**src/mco_defs.vh**
```
`ifndef MCO_DEFS_VH
`define MCO_DEFS_VH

// Register byte offsets
`define MCO_OFF_MAIN_OSC_CTRL   8'h00
`define MCO_OFF_FREQ_COUNTER    8'h04
`define MCO_OFF_CLOCK_STATUS    8'h08
`define MCO_OFF_CLOCK_IRQ_MASK  8'h0c
`define MCO_OFF_SECOND_OSC_CTRL 8'h10
`define MCO_OFF_SECOND_RC_TRIM  8'h14

// main_osc_ctrl_reg fields
`define MCO_MOC_XTAL_EN      0
`define MCO_MOC_XTAL_BYPASS  1
`define MCO_MOC_SRC_SEL      2
`define MCO_MOC_RC_FREQ_LO   4
`define MCO_MOC_RC_FREQ_HI   5
`define MCO_MOC_STARTUP_LO   8
`define MCO_MOC_STARTUP_HI   15
`define MCO_MOC_MASK         32'h0000ff37

// freq_counter_reg fields
`define MCO_FCR_COUNT_HI     15
`define MCO_FCR_READY        16
`define MCO_FCR_START        20
`define MCO_FCR_SRC_SEL      24

// clock_status_reg and clock_irq_mask_reg fields
`define MCO_ST_XTAL_STABLE   0
`define MCO_ST_RC_STABLE     1
`define MCO_ST_SWITCH_DONE   2
`define MCO_ST_MEAS_READY    3
`define MCO_IRQ_MASK_BITS    32'h00000005

// second_osc_ctrl_reg fields
`define MCO_SOC_RC2_EN       0
`define MCO_SOC_FREQ_LO      1
`define MCO_SOC_FREQ_HI      2
`define MCO_SOC_TRIM_WE      8
`define MCO_SOC_PLLB_RC2     16
`define MCO_SOC_MASK         32'h00010107
`define MCO_SOC_RESET        32'h00000001

// second_rc_trim_reg: one byte per frequency option
`define MCO_TRIM_SEL_BIT     7
`define MCO_TRIM_RESET       32'h00000000

// Timing counts
`define MCO_SLOW_DIV         3'h7
`define MCO_STARTUP_SHIFT    5'h00
`define MCO_FORCE_CYC        4'h4
`define MCO_SWITCH_CYC       4'h8
`define MCO_MEAS_FALLS       5'h0f

`endif

```
**src/mco_main_clock.v**
```verilog
`timescale 1ns/1ps
`include "mco_defs.vh"
module mco_main_clock
(
  // Clock and reset
  input  wire        i_clk,
  input  wire        i_rstn,
  input  wire        i_soft_reset,
  // AXI4-Lite write
  input  wire [7:0]  i_awaddr,
  input  wire        i_awvalid,
  output wire        o_awready,
  input  wire [31:0] i_wdata,
  input  wire [3:0]  i_wstrb,
  input  wire        i_wvalid,
  output wire        o_wready,
  output reg  [1:0]  o_bresp,
  output reg         o_bvalid,
  input  wire        i_bready,
  // AXI4-Lite read
  input  wire [7:0]  i_araddr,
  input  wire        i_arvalid,
  output wire        o_arready,
  output reg  [31:0] o_rdata,
  output reg  [1:0]  o_rresp,
  output reg         o_rvalid,
  input  wire        i_rready,
  // Clock sources, sampled on i_clk
  input  wire        i_monitor_slow_clock,
  input  wire        i_main_rc_clk,
  input  wire        i_ext_main_clk,
  input  wire        i_rc_stable_flag,
  input  wire [27:0] i_factory_trim,
  // Master clock coupling
  input  wire        i_mck_on_pll,
  output reg         o_mck_force_main,
  // Oscillator control
  output wire        o_xtal_osc_enable,
  output wire        o_xtal_bypass,
  output reg         o_main_src_active,
  output reg  [1:0]  o_main_rc_freq,
  output reg         o_main_clock_gate,
  output wire        o_rc2_enable,
  output wire [1:0]  o_rc2_freq_select,
  output reg  [1:0]  o_rc2_temp_trim,
  output reg  [2:0]  o_rc2_freq_trim,
  output wire        o_pll_a_ref_main,
  output wire        o_pll_b_ref_rc2,
  // Interrupt
  output wire        o_irq
);

  localparam S_IDLE    = 4'b0001;
  localparam S_FORCE   = 4'b0010;
  localparam S_SWITCH  = 4'b0100;
  localparam S_RESTORE = 4'b1000;

  // Byte-lane write merge
  function [31:0] wmerge;
    input [31:0] old;
    input [31:0] data;
    input [3:0]  strb;
    input [31:0] mask;
    reg   [31:0] m;
    begin
      m = {{8{strb[3]}}, {8{strb[2]}}, {8{strb[1]}}, {8{strb[0]}}} & mask;
      wmerge = (old & ~m) | (data & m);
    end
  endfunction

  reg         rst_s1_reg;
  reg         rst_n;
  always @(posedge i_clk or negedge i_rstn)
  begin
    if (!i_rstn)
    begin
      rst_s1_reg <= 1'b0;
      rst_n      <= 1'b0;
    end
    else
    begin
      rst_s1_reg <= 1'b1;
      rst_n      <= rst_s1_reg;
    end
  end

  reg  [31:0] main_osc_ctrl_reg;
  reg  [31:0] second_osc_ctrl_reg;
  reg  [31:0] second_rc_trim_reg;
  reg  [31:0] clock_irq_mask_reg;
  reg         counter_src_select;
  reg         switch_done_reg;
  reg  [3:0]  state_reg;
  reg  [3:0]  wait_reg;
  reg         slow_prev_reg;
  reg         rc_prev_reg;
  reg         ext_prev_reg;
  reg  [2:0]  slow_div_reg;
  reg         src_stable_prev_reg;
  wire        xtal_stable_flag;
  wire [15:0] measured_cycle_count;
  wire        measure_ready;

  // AXI handshakes
  wire wr_go = i_awvalid && i_wvalid && !o_bvalid;
  wire rd_go = i_arvalid && !o_rvalid;
  assign o_awready = wr_go;
  assign o_wready  = wr_go;
  assign o_arready = rd_go;

  wire wr_moc  = wr_go && (i_awaddr == `MCO_OFF_MAIN_OSC_CTRL);
  wire wr_fcr  = wr_go && (i_awaddr == `MCO_OFF_FREQ_COUNTER);
  wire wr_msk  = wr_go && (i_awaddr == `MCO_OFF_CLOCK_IRQ_MASK);
  wire wr_soc  = wr_go && (i_awaddr == `MCO_OFF_SECOND_OSC_CTRL);
  wire wr_trim = wr_go && (i_awaddr == `MCO_OFF_SECOND_RC_TRIM);
  wire wr_ok   = wr_moc || wr_fcr || wr_msk || wr_soc || wr_trim ||
                 (wr_go && (i_awaddr == `MCO_OFF_CLOCK_STATUS));

  wire [31:0] moc_next = wmerge(main_osc_ctrl_reg, i_wdata, i_wstrb,
                                `MCO_MOC_MASK);
  wire        xtal_load = wr_moc && moc_next[`MCO_MOC_XTAL_EN] &&
                          i_wstrb[1];

  always @(posedge i_clk or negedge rst_n)
  begin
    if (!rst_n)
    begin
      main_osc_ctrl_reg   <= 32'h00000000;
      second_osc_ctrl_reg <= `MCO_SOC_RESET;
      clock_irq_mask_reg  <= 32'h00000000;
      counter_src_select  <= 1'b0;
    end
    else
    begin
      if (wr_moc)
        main_osc_ctrl_reg <= moc_next;
      if (wr_soc)
        second_osc_ctrl_reg <= wmerge(second_osc_ctrl_reg, i_wdata, i_wstrb,
                                      `MCO_SOC_MASK);
      if (wr_msk)
        clock_irq_mask_reg <= wmerge(clock_irq_mask_reg, i_wdata, i_wstrb,
                                     `MCO_IRQ_MASK_BITS);
      if (wr_fcr && i_wstrb[3])
        counter_src_select <= i_wdata[`MCO_FCR_SRC_SEL];
    end
  end

  // Trim store, cleared by software reset as well
  always @(posedge i_clk or negedge rst_n)
  begin
    if (!rst_n)
      second_rc_trim_reg <= `MCO_TRIM_RESET;
    else if (i_soft_reset)
      second_rc_trim_reg <= `MCO_TRIM_RESET;
    else if (wr_trim && second_osc_ctrl_reg[`MCO_SOC_TRIM_WE])
      second_rc_trim_reg <= wmerge(second_rc_trim_reg, i_wdata, i_wstrb,
                                   32'hffffffff);
  end

  // Effective trim per option
  wire [27:0] eff_trim;
  genvar g;
  generate
    for (g = 0; g < 4; g = g + 1)
    begin : g_trim
      assign eff_trim[g*7 +: 7] =
        second_rc_trim_reg[g*8 + `MCO_TRIM_SEL_BIT] ?
        second_rc_trim_reg[g*8 +: 7] : i_factory_trim[g*7 +: 7];
    end
  endgenerate

  wire [6:0] cur_trim = eff_trim[o_rc2_freq_select*7 +: 7];
  always @(posedge i_clk or negedge rst_n)
  begin
    if (!rst_n)
    begin
      o_rc2_temp_trim <= 2'h0;
      o_rc2_freq_trim <= 3'h0;
    end
    else
    begin
      o_rc2_temp_trim <= cur_trim[1:0];
      o_rc2_freq_trim <= cur_trim[4:2];
    end
  end

  assign o_xtal_osc_enable = main_osc_ctrl_reg[`MCO_MOC_XTAL_EN];
  assign o_xtal_bypass     = main_osc_ctrl_reg[`MCO_MOC_XTAL_BYPASS];
  assign o_rc2_enable      = second_osc_ctrl_reg[`MCO_SOC_RC2_EN];
  assign o_rc2_freq_select = second_osc_ctrl_reg[`MCO_SOC_FREQ_HI:
                                                 `MCO_SOC_FREQ_LO];
  assign o_pll_a_ref_main  = 1'b1;
  assign o_pll_b_ref_rc2   = second_osc_ctrl_reg[`MCO_SOC_PLLB_RC2];

  // Edge detection and slow/8 divider
  wire slow_fall = slow_prev_reg && !i_monitor_slow_clock;
  wire src_edge  = counter_src_select ? (i_ext_main_clk && !ext_prev_reg)
                                      : (i_main_rc_clk && !rc_prev_reg);
  wire tick8     = slow_fall && (slow_div_reg == `MCO_SLOW_DIV);
  always @(posedge i_clk or negedge rst_n)
  begin
    if (!rst_n)
    begin
      slow_prev_reg <= 1'b0;
      rc_prev_reg   <= 1'b0;
      ext_prev_reg  <= 1'b0;
      slow_div_reg  <= 3'h0;
    end
    else
    begin
      slow_prev_reg <= i_monitor_slow_clock;
      rc_prev_reg   <= i_main_rc_clk;
      ext_prev_reg  <= i_ext_main_clk;
      if (slow_fall)
        slow_div_reg <= slow_div_reg + 3'h1;
    end
  end

  mco_xtal_startup u_xtal
  (
    .i_clk     (i_clk),
    .i_rst_n   (rst_n),
    .i_tick8   (tick8),
    .i_enable  (o_xtal_osc_enable),
    .i_load    (xtal_load),
    .i_startup (moc_next[`MCO_MOC_STARTUP_HI:`MCO_MOC_STARTUP_LO]),
    .o_stable  (xtal_stable_flag)
  );

  // Source switch sequence
  wire [1:0] rc_freq_req = main_osc_ctrl_reg[`MCO_MOC_RC_FREQ_HI:
                                             `MCO_MOC_RC_FREQ_LO];
  wire sw_req = (main_osc_ctrl_reg[`MCO_MOC_SRC_SEL] != o_main_src_active) ||
                (rc_freq_req != o_main_rc_freq);
  wire sw_commit = (state_reg == S_SWITCH) && (wait_reg == 4'h0);
  wire sw_finish = (state_reg == S_RESTORE);
  always @(posedge i_clk or negedge rst_n)
  begin
    if (!rst_n)
    begin
      state_reg         <= S_IDLE;
      wait_reg          <= 4'h0;
      o_mck_force_main  <= 1'b0;
      o_main_src_active <= 1'b0;
      o_main_rc_freq    <= 2'h0;
      o_main_clock_gate <= 1'b1;
    end
    else
    begin
      case (state_reg)
        S_IDLE:
          if (sw_req)
          begin
            o_mck_force_main <= i_mck_on_pll;
            wait_reg         <= i_mck_on_pll ? `MCO_FORCE_CYC : 4'h0;
            state_reg        <= S_FORCE;
          end
        S_FORCE:
          if (wait_reg == 4'h0)
          begin
            o_main_clock_gate <= 1'b0;
            wait_reg          <= `MCO_SWITCH_CYC;
            state_reg         <= S_SWITCH;
          end
          else
            wait_reg <= wait_reg - 4'h1;
        S_SWITCH:
          if (wait_reg == 4'h0)
          begin
            o_main_src_active <= main_osc_ctrl_reg[`MCO_MOC_SRC_SEL];
            o_main_rc_freq    <= rc_freq_req;
            o_main_clock_gate <= 1'b1;
            state_reg         <= S_RESTORE;
          end
          else
            wait_reg <= wait_reg - 4'h1;
        S_RESTORE:
        begin
          o_mck_force_main <= 1'b0;
          state_reg        <= S_IDLE;
        end
        default:
          state_reg <= S_IDLE;
      endcase
    end
  end

  // Done flag: hardware set wins over a new request clearing it
  always @(posedge i_clk or negedge rst_n)
  begin
    if (!rst_n)
      switch_done_reg <= 1'b0;
    else if (sw_finish)
      switch_done_reg <= 1'b1;
    else if ((state_reg == S_IDLE) && sw_req)
      switch_done_reg <= 1'b0;
  end

  // Measurement start causes
  wire src_stable = o_main_src_active ? xtal_stable_flag : i_rc_stable_flag;
  wire meas_start = (wr_fcr && i_wstrb[2] && i_wdata[`MCO_FCR_START]) ||
                    (src_stable && !src_stable_prev_reg) ||
                    sw_commit;
  always @(posedge i_clk or negedge rst_n)
  begin
    if (!rst_n)
      src_stable_prev_reg <= 1'b0;
    else
      src_stable_prev_reg <= src_stable;
  end

  mco_freq_counter u_meas
  (
    .i_clk       (i_clk),
    .i_rst_n     (rst_n),
    .i_start     (meas_start),
    .i_slow_fall (slow_fall),
    .i_src_edge  (src_edge),
    .o_count     (measured_cycle_count),
    .o_ready     (measure_ready)
  );

  wire [31:0] status = {28'h0000000, measure_ready, switch_done_reg,
                        i_rc_stable_flag, xtal_stable_flag};
  assign o_irq = |(status & clock_irq_mask_reg);

  // Write response
  always @(posedge i_clk or negedge rst_n)
  begin
    if (!rst_n)
    begin
      o_bvalid <= 1'b0;
      o_bresp  <= 2'h0;
    end
    else if (wr_go)
    begin
      o_bvalid <= 1'b1;
      o_bresp  <= wr_ok ? 2'h0 : 2'h2;
    end
    else if (i_bready)
      o_bvalid <= 1'b0;
  end

  // Read response
  always @(posedge i_clk or negedge rst_n)
  begin
    if (!rst_n)
    begin
      o_rvalid <= 1'b0;
      o_rresp  <= 2'h0;
      o_rdata  <= 32'h00000000;
    end
    else if (rd_go)
    begin
      o_rvalid <= 1'b1;
      o_rresp  <= 2'h0;
      if (i_araddr == `MCO_OFF_MAIN_OSC_CTRL)
        o_rdata <= main_osc_ctrl_reg;
      else if (i_araddr == `MCO_OFF_FREQ_COUNTER)
        o_rdata <= {7'h00, counter_src_select, 7'h00, measure_ready,
                    measured_cycle_count};
      else if (i_araddr == `MCO_OFF_CLOCK_STATUS)
        o_rdata <= status;
      else if (i_araddr == `MCO_OFF_CLOCK_IRQ_MASK)
        o_rdata <= clock_irq_mask_reg;
      else if (i_araddr == `MCO_OFF_SECOND_OSC_CTRL)
        o_rdata <= second_osc_ctrl_reg;
      else if (i_araddr == `MCO_OFF_SECOND_RC_TRIM)
        o_rdata <= second_rc_trim_reg;
      else
      begin
        o_rdata <= 32'h00000000;
        o_rresp <= 2'h2;
      end
    end
    else if (i_rready)
      o_rvalid <= 1'b0;
  end

endmodule // mco_main_clock

```
**src/mco_xtal_startup.v**
```verilog
`timescale 1ns/1ps
`include "mco_defs.vh"
module mco_xtal_startup
(
  // Clock and reset
  input  wire        i_clk,
  input  wire        i_rst_n,
  // Control
  input  wire        i_tick8,
  input  wire        i_enable,
  input  wire        i_load,
  input  wire [7:0]  i_startup,
  // Status
  output reg         o_stable
);

  reg  [15:0] cnt_reg;
  reg         run_reg;

  always @(posedge i_clk or negedge i_rst_n)
  begin
    if (!i_rst_n)
    begin
      cnt_reg  <= 16'h0000;
      run_reg  <= 1'b0;
      o_stable <= 1'b0;
    end
    else if (i_load)
    begin
      // Load first: enable bit lands on this same edge
      // Units of slow/8 ticks: value * 256 slow periods
      cnt_reg  <= {3'h0, i_startup, `MCO_STARTUP_SHIFT};
      run_reg  <= 1'b1;
      o_stable <= 1'b0;
    end
    else if (!i_enable)
    begin
      cnt_reg  <= 16'h0000;
      run_reg  <= 1'b0;
      o_stable <= 1'b0;
    end
    else if (run_reg && i_tick8)
    begin
      if (cnt_reg == 16'h0000)
      begin
        run_reg  <= 1'b0;
        o_stable <= 1'b1;
      end
      else
      begin
        cnt_reg <= cnt_reg - 16'h0001;
      end
    end
  end

endmodule // mco_xtal_startup

```
**src/mco_freq_counter.v**
```verilog
`timescale 1ns/1ps
`include "mco_defs.vh"
module mco_freq_counter
(
  // Clock and reset
  input  wire        i_clk,
  input  wire        i_rst_n,
  // Events
  input  wire        i_start,
  input  wire        i_slow_fall,
  input  wire        i_src_edge,
  // Result
  output reg  [15:0] o_count,
  output reg         o_ready
);

  reg         run_reg;
  reg         open_reg;
  reg  [4:0]  falls_reg;
  reg  [15:0] acc_reg;
  wire [15:0] acc_next;

  assign acc_next = acc_reg + {15'h0000, i_src_edge};

  always @(posedge i_clk or negedge i_rst_n)
  begin
    if (!i_rst_n)
    begin
      run_reg   <= 1'b0;
      open_reg  <= 1'b0;
      falls_reg <= 5'h00;
      acc_reg   <= 16'h0000;
      o_count   <= 16'h0000;
      o_ready   <= 1'b0;
    end
    else if (i_start)
    begin
      run_reg   <= 1'b1;
      open_reg  <= 1'b0;
      falls_reg <= 5'h00;
      acc_reg   <= 16'h0000;
      o_ready   <= 1'b0;
    end
    else if (run_reg && !open_reg)
    begin
      // Window opens on a slow falling edge: whole periods only
      if (i_slow_fall)
        open_reg <= 1'b1;
    end
    else if (run_reg)
    begin
      acc_reg <= acc_next;
      if (i_slow_fall)
      begin
        if (falls_reg == `MCO_MEAS_FALLS)
        begin
          run_reg <= 1'b0;
          o_count <= acc_next;
          o_ready <= 1'b1;
        end
        else
        begin
          falls_reg <= falls_reg + 5'h01;
        end
      end
    end
  end

endmodule // mco_freq_counter

```
**config.mk**
```make
export PLATFORM = sky130hd
export DESIGN_NAME = mco_main_clock
export DESIGN_NICKNAME = d
export VERILOG_FILES = /design/src/mco_main_clock.v /design/src/mco_xtal_startup.v /design/src/mco_freq_counter.v
export VERILOG_INCLUDE_DIRS = /design/src
export SDC_FILE = /design/constraint.sdc
export NUM_CORES = 1
export LEC_CHECK = 0
export BUFFER_PORTS_ARGS = -buffer_cell sky130_fd_sc_hd__buf_2
export CAP_MARGIN = 10
export CORE_MARGIN = 8
export CORE_UTILIZATION = 50
export CTS_CLUSTER_SIZE = 30
export DETAILED_ROUTE_END_ITERATION = 10
export MAX_ROUTING_LAYER = met4
export PLACE_DENSITY = 0.81
export SLEW_MARGIN = 25
export SYNTH_ARGS = -nofsm -noshare
export SYNTH_HDL_FRONTEND = slang
export SYNTH_SLANG_ARGS = --single-unit
```
**constraint.sdc**
```tcl
create_clock -name i_clk -period 12.3 [get_ports i_clk]
set_clock_uncertainty 0.15 [all_clocks]
set_input_delay 1.23 -clock i_clk [delete_from_list [all_inputs] [get_ports i_clk]]
set_output_delay 1.23 -clock i_clk [all_outputs]
set_load 0.005 [all_outputs]
```
# After elaboration in Yosys (flattened, before gate mapping)
# Index checks and enable logic that the tools add are counted.
[classes] addsub=5 multipliers=1 div=0 order_cmp=0 eq_ne=27 n_shift=1 mux=74 n_bitwise=19 reduce_logical=67
[ops] cell="$mux W32" n=8
[ops] cell="$and A32 B32 Y32" n=5
[ops] cell="$or A32 B32 Y32" n=4
[ops] cell="$mux W16" n=7
[ops] cell="$and A32 B16 Y32" n=1
[ops] cell="$and A32 B17 Y32" n=1
[ops] cell="$and A32 B3 Y32" n=1
[ops] cell="$and A4 B32 Y32" n=1
[ops] cell="$eq A8 B4 Y1 const B" n=4
[ops] cell="$eq A8 B5 Y1 const B" n=4
[ops] cell="$mux W1" n=32
[ops] cell="$not A16 Y32" n=1
[ops] cell="$not A17 Y32" n=1
[ops] cell="$not A3 Y32" n=1
[ops] cell="$not A32 Y32" n=1
[ops] cell="$reduce_or A32 Y1" n=1
[ops] cell="$mux W7" n=4
[ops] cell="$shiftx A28 B6 Y5" n=1
[ops] cell="$mux W5" n=5
[ops] cell="$logic_and A1 B1 Y1" n=24
[ops] cell="$mux W4" n=6
[ops] cell="$pmux W4 S3" n=2
[ops] cell="$reduce_bool A2 Y1" n=10
[ops] cell="$add A16 B1 Y16" n=1
[ops] cell="32 further kinds" n=68
[word_totals] reg_bits=253 latch_bits=0 mem_bits_rw=0 rom_bits=0 input_bits=93 out_inout_bits=59 elab_cells=229 mem_count=0

# Longest topological paths before layout
[logic_depth] depth_word=9 depth_mapped=9 depth_no_buf=8

# Cells and area by module
# From an unflattened synthesis, not the netlist that was laid out.
[hier_totals] cells_unflattened=914 hier_area_um2=9258.9
[by_module_without_submodules] mod="mco_main_clock" instances=1 cells_each=573 area_per_inst_um2=6022.0 seq_area_each_um2=2931.6
[by_module_without_submodules] mod="mco_freq_counter" instances=1 cells_each=212 area_per_inst_um2=2085.8 seq_area_each_um2=1001.0
[by_module_without_submodules] mod="mco_xtal_startup" instances=1 cells_each=129 area_per_inst_um2=1151.1 seq_area_each_um2=450.4

# Worst setup path after synthesis
# No wires, ideal clock.
[synth_path] path_kind="input to register" start="input i_ext_main_clk" end="register u_meas.o_count[14]" setup_ps=125 t_arrival_ps=2808 required_time_ps=12025 slack_ps=9217 stages=8 n_path_buf=1 path_cell_list="a32o_1 ha_1 ha_1 nand3_1 clkbuf_1 nor4_1 xor2_1 mux2_2"
[synth_between] elab_chain_len=3
[synth_rtl] element="start, declared" line="mco_main_clock.v:31" text="input wire i_ext_main_clk,"
[synth_rtl] element="$logic_and A1 B1 Y1" line="mco_main_clock.v:197" text="wire src_edge = counter_src_select ? (i_ext_main_clk && !ext_prev_reg)"
[synth_rtl] element="$mux W1" line="mco_main_clock.v:197"
[synth_rtl] element="$add A16 B1 Y16" line="mco_freq_counter.v:23" text="assign acc_next = acc_reg + {15'h0000, i_src_edge};"
[synth_rtl] element="end signal, assigned" line="mco_freq_counter.v:58" text="o_count <= acc_next;"
[synth_rtl] element="end, declared" line="mco_freq_counter.v:13" text="output reg [15:0] o_count,"
# Every way passes these cells.
# A chain may end at the register's enable or synchronous reset.

# Worst setup path in the final report
[layout_path] start="input i_arvalid" end="output o_arready"
[layout_between] elab_chain_len=1
[layout_rtl] element="start, declared" line="mco_main_clock.v:22" text="input wire i_arvalid,"
[layout_rtl] element="$logic_and A1 B1 Y1" line="mco_main_clock.v:106" text="wire rd_go = i_arvalid && !o_rvalid;"
[layout_rtl] element="end, declared" line="mco_main_clock.v:23" text="output wire o_arready,"
# Every way passes these cells.

==> reports/metrics.cfg <==
[yosys]
yosysMostFrequentCell=dfrtp_1
synth_top_cell_by_area=dfrtp_1
synth_cell_types=71
synth-async-reset-ratio_pct=100
synth_edf_count=0
ys_seq_area_share_pct=49.5
yosys_warnings=0
syn_area_per_cell_um2=10.8
netlist_instances=822
yosys-top-cells-area=dfrtp_1 49%, mux2i_1 7.3%, mux2_2 6.1%
ys_ff_latch=175
yosys-top-cells-count=172 x dfrtp_1, 74 x nor2_1, 71 x nand2_1
synthFlopType=dfrtp_1
synth_top_area_share_pct=48.6
synth_area_um2=8860

[global_routing]
first_global_vias=6901
grt_pass1_wl_um=38000
grt_max_degree=81
antenna_found_initial=0
grt.total_usage_pct=22.6
overflow=0

[cts]
cts_tree=done
numCtsBuffers=17
postCtsSetupBuffers=0
cts_repair_resize_count=0
cts_buffer_depth=2
hold_buffers=0
htreeDepth=4
cts_root_buf=clkbuf_16
clock_latency_ns=0.43
clock_sinks=175
clkSlewWorstSetupHoldPaths_ns=0.06

[die]
io_pins=152
die_height_um=149
die_x_um=149
core.rowCount=48
initial_core_util_pct=51.2
core-area_um2=17300
dieArea_um2=22200

[placement]
dp_cells=1143
globalplace.congestion=0.927
pre_cts_ws_ns=8.43
port_buffers=140
dp_hpwl_um=17300

[run]
cap_violations=0

[timing]
worst_slew_pin_slew_ns=1.05
period_needed_ns=3.86
hold_viol_final=0
rsz0062_at_grt=no
whs_ns=0.207
tns_ns=0
fin_crit_sh_pct=31.4
setup_viol=0
slew_viol_final=0
max_slew_margin_pct=29.8
max_clock_freq_mhz=259
setup_slack_ns=8.44

[detailed_routing]
firstDrtPassIters=5
wl_um=24200
wl_per_cell_um=20.6
drtIter0Drc=789
routed_via_density=5.97
route.detailed.drc=0
vias=7019
final_antenna_net_count=0

[setup_path]
path_cells=buf_2 > nand2_1 > buf_4 > clkinv_1 > buf_2
crit_arrival_ns=2.48
crit_type=in -> out
cp_num_buf_inv=4
start_kind=input pin
cp_slowest_cell=buf_4
slowest_delay_ns=0.43
critPathCaptureType=output pin
required_ns=10.92
crit_path_max_fanout=46
crit_family=buffers and inverters
regToRegSetupSlack_ns=9.30
crit_top_cell=buf_2

[power_and_ir_drop]
peakVddDrop_uv=98.9
powerDensity_nw_per_um2=125
p_leak_uw=0.00504

[final_layout]
layout.nets=1041
fin_cells=1176
syn_to_final_growth_pct=16.1
utilization_pct=59.5
drive_gt1_share_pct=26.2
diodes=0

[status]
outcome=finished clean

[worst_hold_path]
hold_class=reg -> async

-- routing by layer --
| metal | share of wire [%] | GRT usage [%] | vias up |
|---|---|---|---|
| li1 | - | - | 3230 |
| met3 | 7.4 | 5.25 | 40 |
| met1 | 42 | 29.6 | 3443 |
| met4 | 2.7 | 7.98 | 0 |
| met2 | 48 | 33.7 | 306 |
| met5 | 0 | - | - |
-- where the power goes --
| group | total (uW) | internal (uW) | switching (uW) | leakage (uW) |
|---|---|---|---|---|
| logic | 106 | 41.4 | 64.5 | 0.00236 |
| registers | 612 | 594 | 17.7 | 0.00237 |
| clock network | 567 | 343 | 224 | 0.000303 |
| total | 1290 | 979 | 306 | 0.00504 |
-- metrics by stage --
| stage | power [uW] | area, um2 |
|---|---|---|
| CTS | 1290 | 10300 |
| detailed placement | 725 | 9660 |
| floorplan | 681 | 8870 |
| global route | 1330 | 10300 |
| finish | 1290 | 10300 |
| global placement | 723 | 9650 |
-- placed cells by master (no fill, tap or decap), types with 4 or more instances in the layout --
master and n:
a22o_1 15, nor4_1 18, o211ai_1 4, nor2_1 74, clkbuf_16 17, a211oi_1 4, a22oi_1 12, nor2b_1 6
nor3_1 14, mux4_2 6, nand2_1 71, ha_1 10, clkinv_2 6, nor4b_1 7, inv_1 22, mux2i_1 65
buf_2 140, conb_1 4, or2_2 5, or4_1 8, and4b_1 4, bufinv_16 4, nand3_1 18, mux2_2 48
dfrtp_1 171, xor2_1 19, o21ai_0 22, o31ai_1 16, xnor2_1 14, or3_1 9, nand4_1 17, a21oi_1 24
a32oi_1 4
-- layout make-up --
type                            count  area [um2]
Clock buffer                       20         447
Sequential cell                   175        4390
Inverter                           23        86.3
Fill cell                        1384        7010
Clock inverter                     12         166
Multi-Input combinational cell    576        4170
Timing Repair Buffer              145         746
Tap cell                          225         282
-- cell families (layout without fill, tap and decap cells) --
| group | after synthesis | after routing | synth area share (%) |
|---|---|---|---|
| XOR/XNOR | 33 | 33 | 3.26 |
| AND/OR/NAND/NOR | 282 | 282 | 16.9 |
| buffers and inverters | 73 | 200 | 3.74 |
| AO/OA/AOI/OAI | 128 | 128 | 10.2 |
| flip-flops | 175 | 175 | 49.5 |
| other | 2 | 4 | 0.0848 |
| adder cells (fa/ha/maj) | 10 | 10 | 1.41 |
| multiplexers | 119 | 119 | 15.0 |
-- path summary, 6_finish.rpt --
kind,endpoint,cells past startpoint,start
min in group i_clk,rst_n,0,rst_s1_reg
max,o_arready,5,i_arvalid
min reg2reg,o_bvalid,0,rst_n
min,o_bvalid,0,rst_n
max in group asynchronous,o_rdata[11],1,rst_n
max reg2reg,u_meas.acc_reg[6],7,wait_reg[0]
No activity file was read; power rests on OpenSTA's default activity.
